--- config.mk ---
export PLATFORM = sky130hd
export DESIGN_NAME = synth_config_register_slice
export DESIGN_NICKNAME = d
export VERILOG_FILES = /design/src/design/cfg_word_reg.v /design/src/design/dither_source.v /design/src/design/synth_config_register_slice.v
export VERILOG_INCLUDE_DIRS = /design/src /design/src/design
export SDC_FILE = /design/constraint.sdc
export NUM_CORES = 1
export LEC_CHECK = 0
export BUFFER_PORTS_ARGS = -buffer_cell sky130_fd_sc_hd__buf_2
export CORE_UTILIZATION = 50
export CTS_CLUSTER_SIZE = 14
export DETAILED_ROUTE_END_ITERATION = 8
export GPL_TIMING_DRIVEN = 0
export PLACE_DENSITY = 0.74
export SLEW_MARGIN = 20
export SYNTH_ARGS = -nofsm -noshare
export SYNTH_HDL_FRONTEND = slang
export SYNTH_SLANG_ARGS = --single-unit
--- constraint.sdc ---
create_clock -name i_clk_sys -period 2.2 [get_ports i_clk_sys]
set_input_delay 0.66 -clock i_clk_sys [delete_from_list [all_inputs] [get_ports i_clk_sys]]
set_output_delay 0.66 -clock i_clk_sys [all_outputs]
set_load 0.01 [all_outputs]
--- src/design/synth_cfg_regs.vh ---
`ifndef SYNTH_CFG_REGS_VH
`define SYNTH_CFG_REGS_VH

// ----------------------------------------------------------------
// Register indices (byte address is four times the index)
// ----------------------------------------------------------------
`define IDX_CONTROL        6'h00
`define IDX_PUMP_GAIN_UP   6'h29
`define IDX_EXT_PUMP       6'h2a
`define IDX_CAL_START      6'h2e
`define IDX_DITHER         6'h2f
`define IDX_FIXED_A        6'h35
`define IDX_FIXED_B        6'h3a
`define IDX_STATUS         6'h3e

// ----------------------------------------------------------------
// Reset values
// ----------------------------------------------------------------
`define RST_PUMP_GAIN_UP   16'h0810
`define RST_EXT_PUMP       16'h0210
`define RST_CAL_START      16'h001a
`define RST_DITHER         16'h0000
`define RST_FIXED_A        16'h2802
`define RST_FIXED_B        16'h0c00

// ----------------------------------------------------------------
// Field positions
// ----------------------------------------------------------------
`define CTRL_SOFT_RESET    13
`define DITHER_MSB         14
`define DITHER_LSB         13
`define CAL_FORCE_BIT      2
`define CAL_CORE_MSB       1
`define CAL_CORE_LSB       0
`define EXT_POL_BIT        5
`define EXT_DOWN_MSB       4
`define EXT_DOWN_LSB       0
`define UP_CUR_MSB         11
`define UP_CUR_LSB         7

// ----------------------------------------------------------------
// Core codes and bus responses
// ----------------------------------------------------------------
`define CORE_LOW           2'h0
`define CORE_MID           2'h1
`define CORE_HIGH          2'h2
`define RESP_OKAY          2'h0
`define RESP_SLVERR        2'h2

`endif

--- src/design/cfg_word_reg.v ---
`timescale 1ns/1ps

// ----------------------------------------------------------------
// One 16-bit read/write configuration word
// ----------------------------------------------------------------
module cfg_word_reg #(
  parameter [15:0] RESET_VAL = 16'h0000
) (
  input  wire        i_clk_sys,  // System clock
  input  wire        i_load,     // Load reset value
  input  wire        i_wr,       // Write strobe
  input  wire [1:0]  i_be,       // Byte enables
  input  wire [15:0] i_wdata,    // Write data
  output reg  [15:0] o_q         // Stored word
);

  // Reload beats a write so a soft reset always wins
  always @(posedge i_clk_sys) begin
    if (i_load) begin
      o_q <= RESET_VAL;
    end else if (i_wr) begin
      if (i_be[0]) begin
        o_q[7:0] <= i_wdata[7:0];
      end
      if (i_be[1]) begin
        o_q[15:8] <= i_wdata[15:8];
      end
    end
  end

endmodule

--- src/design/dither_source.v ---
`timescale 1ns/1ps

// ----------------------------------------------------------------
// Pseudo-random dither for the modulator sequence
// ----------------------------------------------------------------
module dither_source #(
  parameter [15:0] SEED = 16'hace1
) (
  input  wire       i_clk_sys,  // System clock
  input  wire       i_rst,      // Sync reset, active high
  input  wire [1:0] i_level,    // Dither level code
  output reg  [2:0] o_noise     // Noise word added to sequence
);

  reg  [15:0] lfsr;
  reg  [2:0]  mask;

  // Stronger level opens more random bits
  always @* begin
    case (i_level)
      2'h1:    mask = 3'h1;
      2'h2:    mask = 3'h3;
      2'h3:    mask = 3'h7;
      default: mask = 3'h0;
    endcase
  end

  // Maximal length taps, never locks up at zero
  always @(posedge i_clk_sys) begin
    if (i_rst) begin
      lfsr    <= SEED;
      o_noise <= 3'h0;
    end else begin
      lfsr    <= {lfsr[14:0], lfsr[15] ^ lfsr[13] ^ lfsr[12] ^ lfsr[10]};
      o_noise <= lfsr[2:0] & mask;
    end
  end

endmodule

--- src/design/synth_config_register_slice.v ---
// Our own choice: the AXI4-Lite slave port.
`timescale 1ns/1ps
`include "synth_cfg_regs.vh"

module synth_config_register_slice #(
  parameter ADDR_W = 8
) (
  input  wire              i_clk_sys,        // 100 MHz system clock
  input  wire              i_rst,            // Sync reset, active high
  // AXI4-Lite write address
  input  wire [ADDR_W-1:0] i_awaddr,         // Write address
  input  wire [2:0]        i_awprot,         // Unused protection
  input  wire              i_awvalid,        // Write address valid
  output reg               o_awready,        // Write address ready
  // AXI4-Lite write data
  input  wire [31:0]       i_wdata,          // Write data
  input  wire [3:0]        i_wstrb,          // Byte strobes
  input  wire              i_wvalid,         // Write data valid
  output reg               o_wready,         // Write data ready
  // AXI4-Lite write response
  output reg  [1:0]        o_bresp,          // Write response
  output reg               o_bvalid,         // Response valid
  input  wire              i_bready,         // Response ready
  // AXI4-Lite read address
  input  wire [ADDR_W-1:0] i_araddr,         // Read address
  input  wire [2:0]        i_arprot,         // Unused protection
  input  wire              i_arvalid,        // Read address valid
  output reg               o_arready,        // Read address ready
  // AXI4-Lite read data
  output reg  [31:0]       o_rdata,          // Read data
  output reg  [1:0]        o_rresp,          // Read response
  output reg               o_rvalid,         // Read data valid
  input  wire              i_rready,         // Read data ready
  // Calibration and modulator side
  input  wire [1:0]        i_auto_core,      // Core chosen by calibration
  output reg               o_cal_start_force,  // Start core forced
  output reg  [1:0]        o_cal_start_core,   // Effective start core
  output reg               o_low_band_core,    // Start on low band
  output reg               o_mid_band_core,    // Start on mid band
  output reg               o_high_band_core,   // Start on high band
  output reg  [1:0]        o_dither_level,     // Dither level code
  output reg  [2:0]        o_dither_noise,     // Modulator dither word
  output reg               o_ext_pump_polarity, // 1 = negative
  output reg  [4:0]        o_ext_pump_down,    // Down current code
  output reg  [4:0]        o_ext_pump_up,      // Up current code
  output reg  [5:0]        o_ext_pump_total,   // Down plus up code
  output reg               o_ext_pump_tristate, // Down pump off
  output reg  [15:0]       o_pump_gain_up,     // Word at 0x29
  output reg  [15:0]       o_fixed_a,          // Word at 0x35
  output reg  [15:0]       o_fixed_b           // Word at 0x3a
);

  // ----------------------------------------------------------------
  // Bus holding state
  // ----------------------------------------------------------------
  reg               aw_full;
  reg               w_full;
  reg  [5:0]        aw_idx;
  reg  [15:0]       w_data;
  reg  [1:0]        w_be;

  wire              wr_fire;
  wire              wr_hit;
  wire              soft_rst;
  wire              load_all;
  wire [5:0]        ar_idx;

  // Stored words
  wire [15:0]       word_pump;
  wire [15:0]       word_ext;
  wire [15:0]       word_cal;
  wire [15:0]       word_dith;
  wire [15:0]       word_fa;
  wire [15:0]       word_fb;

  // Per-word write strobes
  wire              wr_pump;
  wire              wr_ext;
  wire              wr_cal;
  wire              wr_dith;
  wire              wr_fa;
  wire              wr_fb;

  wire [2:0]        noise;
  reg  [1:0]        next_core;
  reg  [31:0]       next_rdata;
  reg               next_rhit;
  wire [15:0]       status_word;

  // ----------------------------------------------------------------
  // Write decode
  // ----------------------------------------------------------------

  // Write happens once both halves are held and no response pends
  assign wr_fire  = aw_full & w_full & ~o_bvalid;

  assign wr_pump  = wr_fire & (aw_idx == `IDX_PUMP_GAIN_UP);
  assign wr_ext   = wr_fire & (aw_idx == `IDX_EXT_PUMP);
  assign wr_cal   = wr_fire & (aw_idx == `IDX_CAL_START);
  assign wr_dith  = wr_fire & (aw_idx == `IDX_DITHER);
  assign wr_fa    = wr_fire & (aw_idx == `IDX_FIXED_A);
  assign wr_fb    = wr_fire & (aw_idx == `IDX_FIXED_B);

  // Status is read-only, so a write to it is refused
  assign wr_hit   = wr_pump | wr_ext | wr_cal | wr_dith | wr_fa | wr_fb
                  | (wr_fire & (aw_idx == `IDX_CONTROL));

  assign soft_rst = wr_fire & (aw_idx == `IDX_CONTROL) & w_be[1]
                  & w_data[`CTRL_SOFT_RESET];

  assign load_all = i_rst | soft_rst;

  // ----------------------------------------------------------------
  // Write channel handshakes
  // ----------------------------------------------------------------

  // Address and data are taken in either order, one write at a time
  always @(posedge i_clk_sys) begin
    if (i_rst) begin
      o_awready <= 1'b1;
      o_wready  <= 1'b1;
      aw_full   <= 1'b0;
      w_full    <= 1'b0;
      aw_idx    <= 6'h00;
      w_data    <= 16'h0000;
      w_be      <= 2'h0;
      o_bvalid  <= 1'b0;
      o_bresp   <= `RESP_OKAY;
    end else begin
      if (i_awvalid & o_awready) begin
        o_awready <= 1'b0;
        aw_full   <= 1'b1;
        aw_idx    <= i_awaddr[7:2];
      end
      if (i_wvalid & o_wready) begin
        o_wready <= 1'b0;
        w_full   <= 1'b1;
        w_data   <= i_wdata[15:0];
        w_be     <= i_wstrb[1:0];
      end
      if (wr_fire) begin
        o_bvalid <= 1'b1;
        o_bresp  <= wr_hit ? `RESP_OKAY : `RESP_SLVERR;
        aw_full  <= 1'b0;
        w_full   <= 1'b0;
      end
      // Ready rises only after the response has gone
      if (o_bvalid & i_bready) begin
        o_bvalid  <= 1'b0;
        o_awready <= 1'b1;
        o_wready  <= 1'b1;
      end
    end
  end

  // ----------------------------------------------------------------
  // Register words
  // ----------------------------------------------------------------

  cfg_word_reg #(.RESET_VAL(`RST_PUMP_GAIN_UP)) u_pump (
    .i_clk_sys (i_clk_sys),
    .i_load    (load_all),
    .i_wr      (wr_pump),
    .i_be      (w_be),
    .i_wdata   (w_data),
    .o_q       (word_pump)
  );

  // reserved upper bits kept as written
  cfg_word_reg #(.RESET_VAL(`RST_EXT_PUMP)) u_ext (
    .i_clk_sys (i_clk_sys),
    .i_load    (load_all),
    .i_wr      (wr_ext),
    .i_be      (w_be),
    .i_wdata   (w_data),
    .o_q       (word_ext)
  );

  // reserved upper bits kept as written
  cfg_word_reg #(.RESET_VAL(`RST_CAL_START)) u_cal (
    .i_clk_sys (i_clk_sys),
    .i_load    (load_all),
    .i_wr      (wr_cal),
    .i_be      (w_be),
    .i_wdata   (w_data),
    .o_q       (word_cal)
  );

  cfg_word_reg #(.RESET_VAL(`RST_DITHER)) u_dith (
    .i_clk_sys (i_clk_sys),
    .i_load    (load_all),
    .i_wr      (wr_dith),
    .i_be      (w_be),
    .i_wdata   (w_data),
    .o_q       (word_dith)
  );

  cfg_word_reg #(.RESET_VAL(`RST_FIXED_A)) u_fa (
    .i_clk_sys (i_clk_sys),
    .i_load    (load_all),
    .i_wr      (wr_fa),
    .i_be      (w_be),
    .i_wdata   (w_data),
    .o_q       (word_fa)
  );

  cfg_word_reg #(.RESET_VAL(`RST_FIXED_B)) u_fb (
    .i_clk_sys (i_clk_sys),
    .i_load    (load_all),
    .i_wr      (wr_fb),
    .i_be      (w_be),
    .i_wdata   (w_data),
    .o_q       (word_fb)
  );

  // ----------------------------------------------------------------
  // Modulator dither
  // ----------------------------------------------------------------

  dither_source u_dither (
    .i_clk_sys (i_clk_sys),
    .i_rst     (load_all),
    .i_level   (word_dith[`DITHER_MSB:`DITHER_LSB]),
    .o_noise   (noise)
  );

  // ----------------------------------------------------------------
  // Calibration start core
  // ----------------------------------------------------------------

  always @* begin
    if (word_cal[`CAL_FORCE_BIT]) begin
      next_core = word_cal[`CAL_CORE_MSB:`CAL_CORE_LSB];
    end else begin
      next_core = i_auto_core;
    end
  end

  // ----------------------------------------------------------------
  // Decoded outputs
  // ----------------------------------------------------------------

  // All functional outputs are registered, one cycle after the word; dither noise lags its level by one, the word by two
  always @(posedge i_clk_sys) begin
    if (i_rst) begin
      o_cal_start_force   <= 1'b0;
      o_cal_start_core    <= `CORE_HIGH;
      o_low_band_core     <= 1'b0;
      o_mid_band_core     <= 1'b0;
      o_high_band_core    <= 1'b0;
      o_dither_level      <= 2'h0;
      o_dither_noise      <= 3'h0;
      o_ext_pump_polarity <= 1'b0;
      o_ext_pump_down     <= 5'h00;
      o_ext_pump_up       <= 5'h00;
      o_ext_pump_total    <= 6'h00;
      o_ext_pump_tristate <= 1'b1;
      o_pump_gain_up      <= `RST_PUMP_GAIN_UP;
      o_fixed_a           <= `RST_FIXED_A;
      o_fixed_b           <= `RST_FIXED_B;
    end else begin
      o_cal_start_force <= word_cal[`CAL_FORCE_BIT];
      o_cal_start_core  <= next_core;
      // core decode, code 3 selects none
      o_low_band_core   <= (next_core == `CORE_LOW);
      o_mid_band_core   <= (next_core == `CORE_MID);
      o_high_band_core  <= (next_core == `CORE_HIGH);
      o_dither_level    <= word_dith[`DITHER_MSB:`DITHER_LSB];
      o_dither_noise    <= noise;
      o_ext_pump_polarity <= word_ext[`EXT_POL_BIT];
      o_ext_pump_down     <= word_ext[`EXT_DOWN_MSB:`EXT_DOWN_LSB];
      o_ext_pump_tristate <= (word_ext[`EXT_DOWN_MSB:`EXT_DOWN_LSB] == 5'h00);
      o_ext_pump_up       <= word_pump[`UP_CUR_MSB:`UP_CUR_LSB];
      o_ext_pump_total    <= {1'b0, word_ext[`EXT_DOWN_MSB:`EXT_DOWN_LSB]}
                           + {1'b0, word_pump[`UP_CUR_MSB:`UP_CUR_LSB]};
      o_pump_gain_up      <= word_pump;
      o_fixed_a           <= word_fa;
      o_fixed_b           <= word_fb;
    end
  end

  // odd or unequal codes pass through unchecked

  // ----------------------------------------------------------------
  // Read path
  // ----------------------------------------------------------------

  // Live state for software: effective core, dither level, pump total and tristate flag
  assign status_word = {5'h00, o_ext_pump_tristate, o_ext_pump_total,
                        o_dither_level, o_cal_start_core};

  assign ar_idx = i_araddr[7:2];

  always @* begin
    next_rdata = 32'h0000_0000;
    next_rhit  = 1'b1;
    case (ar_idx)
      `IDX_CONTROL:      next_rdata = 32'h0000_0000;
      `IDX_PUMP_GAIN_UP: next_rdata = {16'h0000, word_pump};
      `IDX_EXT_PUMP:     next_rdata = {16'h0000, word_ext};
      `IDX_CAL_START:    next_rdata = {16'h0000, word_cal};
      `IDX_DITHER:       next_rdata = {16'h0000, word_dith};
      `IDX_FIXED_A:      next_rdata = {16'h0000, word_fa};
      `IDX_FIXED_B:      next_rdata = {16'h0000, word_fb};
      `IDX_STATUS:       next_rdata = {16'h0000, status_word};
      default:           next_rhit  = 1'b0;
    endcase
  end

  // One read at a time, data one cycle after the address
  always @(posedge i_clk_sys) begin
    if (i_rst) begin
      o_arready <= 1'b1;
      o_rvalid  <= 1'b0;
      o_rdata   <= 32'h0000_0000;
      o_rresp   <= `RESP_OKAY;
    end else begin
      if (i_arvalid & o_arready) begin
        o_arready <= 1'b0;
        o_rvalid  <= 1'b1;
        o_rdata   <= next_rdata;
        o_rresp   <= next_rhit ? `RESP_OKAY : `RESP_SLVERR;
      end
      if (o_rvalid & i_rready) begin
        o_rvalid  <= 1'b0;
        o_arready <= 1'b1;
      end
    end
  end

endmodule

==> flow_metrics.tcl <==
set metrics [dict create \
    status "completed" \
    pwr_density_cell_mw_per_mm2 838 \
    first_pass_iters 5 \
    cts_setup_buffers 0 \
    grt_start_max_net_pins 15 \
    drt-total-wl_um 25800 \
    cp-start-kind "flop" \
    highest_layer "met5" \
    swShare 0.222 \
    rows 49 \
    die_h_um 138 \
    syn_area_sq_mm 0.00922 \
    p_sw_mw 2.08 \
    synth_top_area_frac 0.514 \
    synth_top_family_by_area "simple AND/OR/NAND/NOR gates" \
    wl_met1_um 11100 \
    end_kind "flop" \
    synth_xor_xnor_area_share 0.00570 \
    ys_warn_count 0 \
    h-tree-depth 1 \
    yosys.area.top_type "dfxtp_1" \
    async_reset_ff_frac 0 \
    area_growth_pct 21.1 \
    n_antenna_cell 0 \
    grt_pass1_vias 6593 \
    numCtsBuffers 24 \
    clock_path_buffers 3 \
    ant_nets 0 \
    max-cap-violations 0 \
    yosysMostFrequentCell "dfxtp_1" \
    tightest_slew_ns 1.04 \
    drive_gt1_frac 0.222 \
    drt-initial-drc-count 695 \
    synth.area.mux_share 0.106 \
    p_comb_frac 0.050 \
    finClkSkew_ns 0.0136 \
    grtUsageTotal 0.271 \
    final-setup-viol-count 0 \
    dp_hpwl_um 18600 \
    grt_pass1_wl_um 38000 \
    leakagePower_nw 4.77 \
    vias 7411 \
    worst_ir_drop_vdd_uv 654 \
    fmax_mhz 467 \
    die_w_um 138 \
    cts_tree "done" \
    hp-class "input port to flop" \
    worst-setup-path-type "flop to flop" \
    dieArea_sq_mm 0.0190 \
    nFillCells 1536 \
    synth_compound_area_frac 0.0947 \
    clkTransAtPathRegs_ns 0.06 \
    ys_ff_latch 237 \
    gr-total-overflow 0 \
    cp_max_fo 10 \
    synth_cell_types 59 \
    cp.required_ns 2.65 \
    slew_headroom 0.300 \
    coreArea_sq_mm 0.0180 \
    clock_sinks 237 \
    avgRoutedWirePerCell_um 19.1 \
    wl_met2_um 11400 \
    gp_congestion 0.930 \
    synth_area_leaders "dfxtp_1 (51%), mux2i_1 (11%), nor2_1 (4.1%)" \
    ios 185 \
    grt_antenna_before_repair 1 \
    post_cts_resized 1 \
    fin_tns_setup_ns 0 \
    cts_hold_buf 0 \
    clk_latency_ns 0.52 \
    viasPerCell 5.48 \
    synthAdderAreaFrac 0.00895 \
    slew_viol_final 0 \
    yosys.area_share.simple 0.213 \
    final_util 0.620 \
    synthTopCellsByCount "dfxtp_1 (237), nor2_1 (100), mux2i_1 (97)" \
    yosysSeqAreaShare 0.514 \
    finalCriticalPeriod_ns 2.14 \
    synth_edf_count 0 \
    rsz0062_at_grt "true" \
    fin_crit_sh 0.973 \
    hold_violations 0 \
    arrival_ns 2.59 \
    seqPwrFrac 0.475 \
    io_buffers 133 \
    fin_nets 1179 \
    wl_met3_um 2350 \
    initial_core_util 0.512 \
    pwr-share-clk 0.475 \
    synthCells 930 \
    synth_area_per_cell_sq_um 9.92 \
    root_buffer "clkbuf_16" \
    p_int_mw 7.28 \
    synth_ff_type "dfxtp_1" \
    drc 0 \
]
[cell families after synthesis]
logic type,Yosys count
AND/OR/NAND/NOR,366
AO/OA/AOI/OAI,123
multiplexers,98
adder cells (fa/ha/maj),6
flip-flops,237
XOR/XNOR,6
buffers and inverters,93
other,1
[sequential cells by signal, summed over array words and instances, names as in the netlist, 5 cells and up]
| name | flops |
|---|---|
| aw_idx | 6 |
| o_ext_pump_down | 5 |
| o_ext_pump_total | 6 |
| o_ext_pump_up | 5 |
| o_fixed_a | 16 |
| o_fixed_b | 16 |
| o_pump_gain_up | 12 |
| o_rdata | 16 |
| u_cal.o_q | 16 |
| u_dith.o_q | 16 |
| u_dither.lfsr | 16 |
| u_ext.o_q | 16 |
| u_fa.o_q | 16 |
| u_fb.o_q | 16 |
| u_pump.o_q | 16 |
| w_data | 16 |
[path summary, 6_finish.rpt]
path	start	end	slack [ns]	cells after the start
setup / recovery	aw_idx[1]	u_fa.o_q[13]	0.06	7
hold / removal	i_wvalid	o_wready	0.36	2
setup reg to reg	aw_idx[1]	u_fa.o_q[13]	0.06	7
hold reg to reg	u_dither.lfsr[5]	u_dither.lfsr[6]	0.41	1
[per-stage QoR]
step / total power, mW / cell area, sq um / setup slack, ns / cells / hold slack, ns
2_1_floorplan: 4.80 / 9290 / 0.165 / 947 / 0.386
6_report: 9.36 / 11200 / 0.0595 / 1353 / 0.355
4_1_cts: 9.37 / 11100 / 0.0605 / 1353 / 0.351
3_3_place_gp: 4.99 / 10200 / -0.589 / 1309 / 0.389
5_1_grt: 9.63 / 11200 / -0.0726 / 1353 / 0.377
3_5_place_dp: 4.99 / 10200 / -0.627 / 1309 / 0.395
[per-layer routing]
metal,vias up,GRT usage
li1,3532,-
met1,3462,0.364
met2,355,0.424
met3,60,0.0578
met4,2,0.105
met5,-,0
[layout by cell type, fill, tap and decap left out, types with 4 or more instances in the layout]
cell	instances
or2_2	7
buf_4	23
nand2b_1	9
inv_1	12
nand4_1	5
buf_1	5
and3_1	5
dfxtp_1	237
nor3_4	6
ha_1	5
a22oi_1	17
bufinv_16	4
nor3_1	5
mux2i_1	97
buf_2	146
a221oi_1	20
a221oi_2	4
clkbuf_16	25
nand3b_1	28
nor3_2	4
o21ai_0	4
nand2_1	79
nand3_1	23
buf_6	9
nor2_1	100
nor2b_1	58
clkbuf_8	6
and2_1	15
conb_1	18
clkbuf_1	30
a32o_1	7
clkbuf_2	4
a21oi_1	46
[power by group through the flow]
| stage | Sequential (mW) | Clock (mW) | Combinational [mW] |
|---|---|---|---|
| after floorplan | 4.50 | 0 | 0.300 |
| after global placement | 4.53 | 0 | 0.456 |
| after detailed placement | 4.53 | 0 | 0.462 |
| after CTS | 4.44 | 4.47 | 0.464 |
| after global routing | 4.44 | 4.67 | 0.513 |
| final | 4.44 | 4.45 | 0.472 |
[area by class of cell]
cell class / count / area, sq um / area share
flip-flops and latches: 237 / 4740 / 0.425
multi-input cells: 617 / 4070 / 0.364
clock buffers: 34 / 719 / 0.0644
repair buffers: 133 / 666 / 0.0596
plain buffers: 81 / 479 / 0.0429
well taps: 229 / 287 / 0.0257
clock inverters: 10 / 160 / 0.0143
inverters: 12 / 45.0 / 0.00403
[critical path, cell delays in order, from the launching register on]
cell and delay, ns:
dfxtp_1 0.31, buf_6 0.13, or4_4 0.52, nor3_2 0.17
a41oi_1 0.34, clkbuf_2 0.33, buf_6 0.19, nand2_1 0.07
Power figures use the tool's default switching activity.
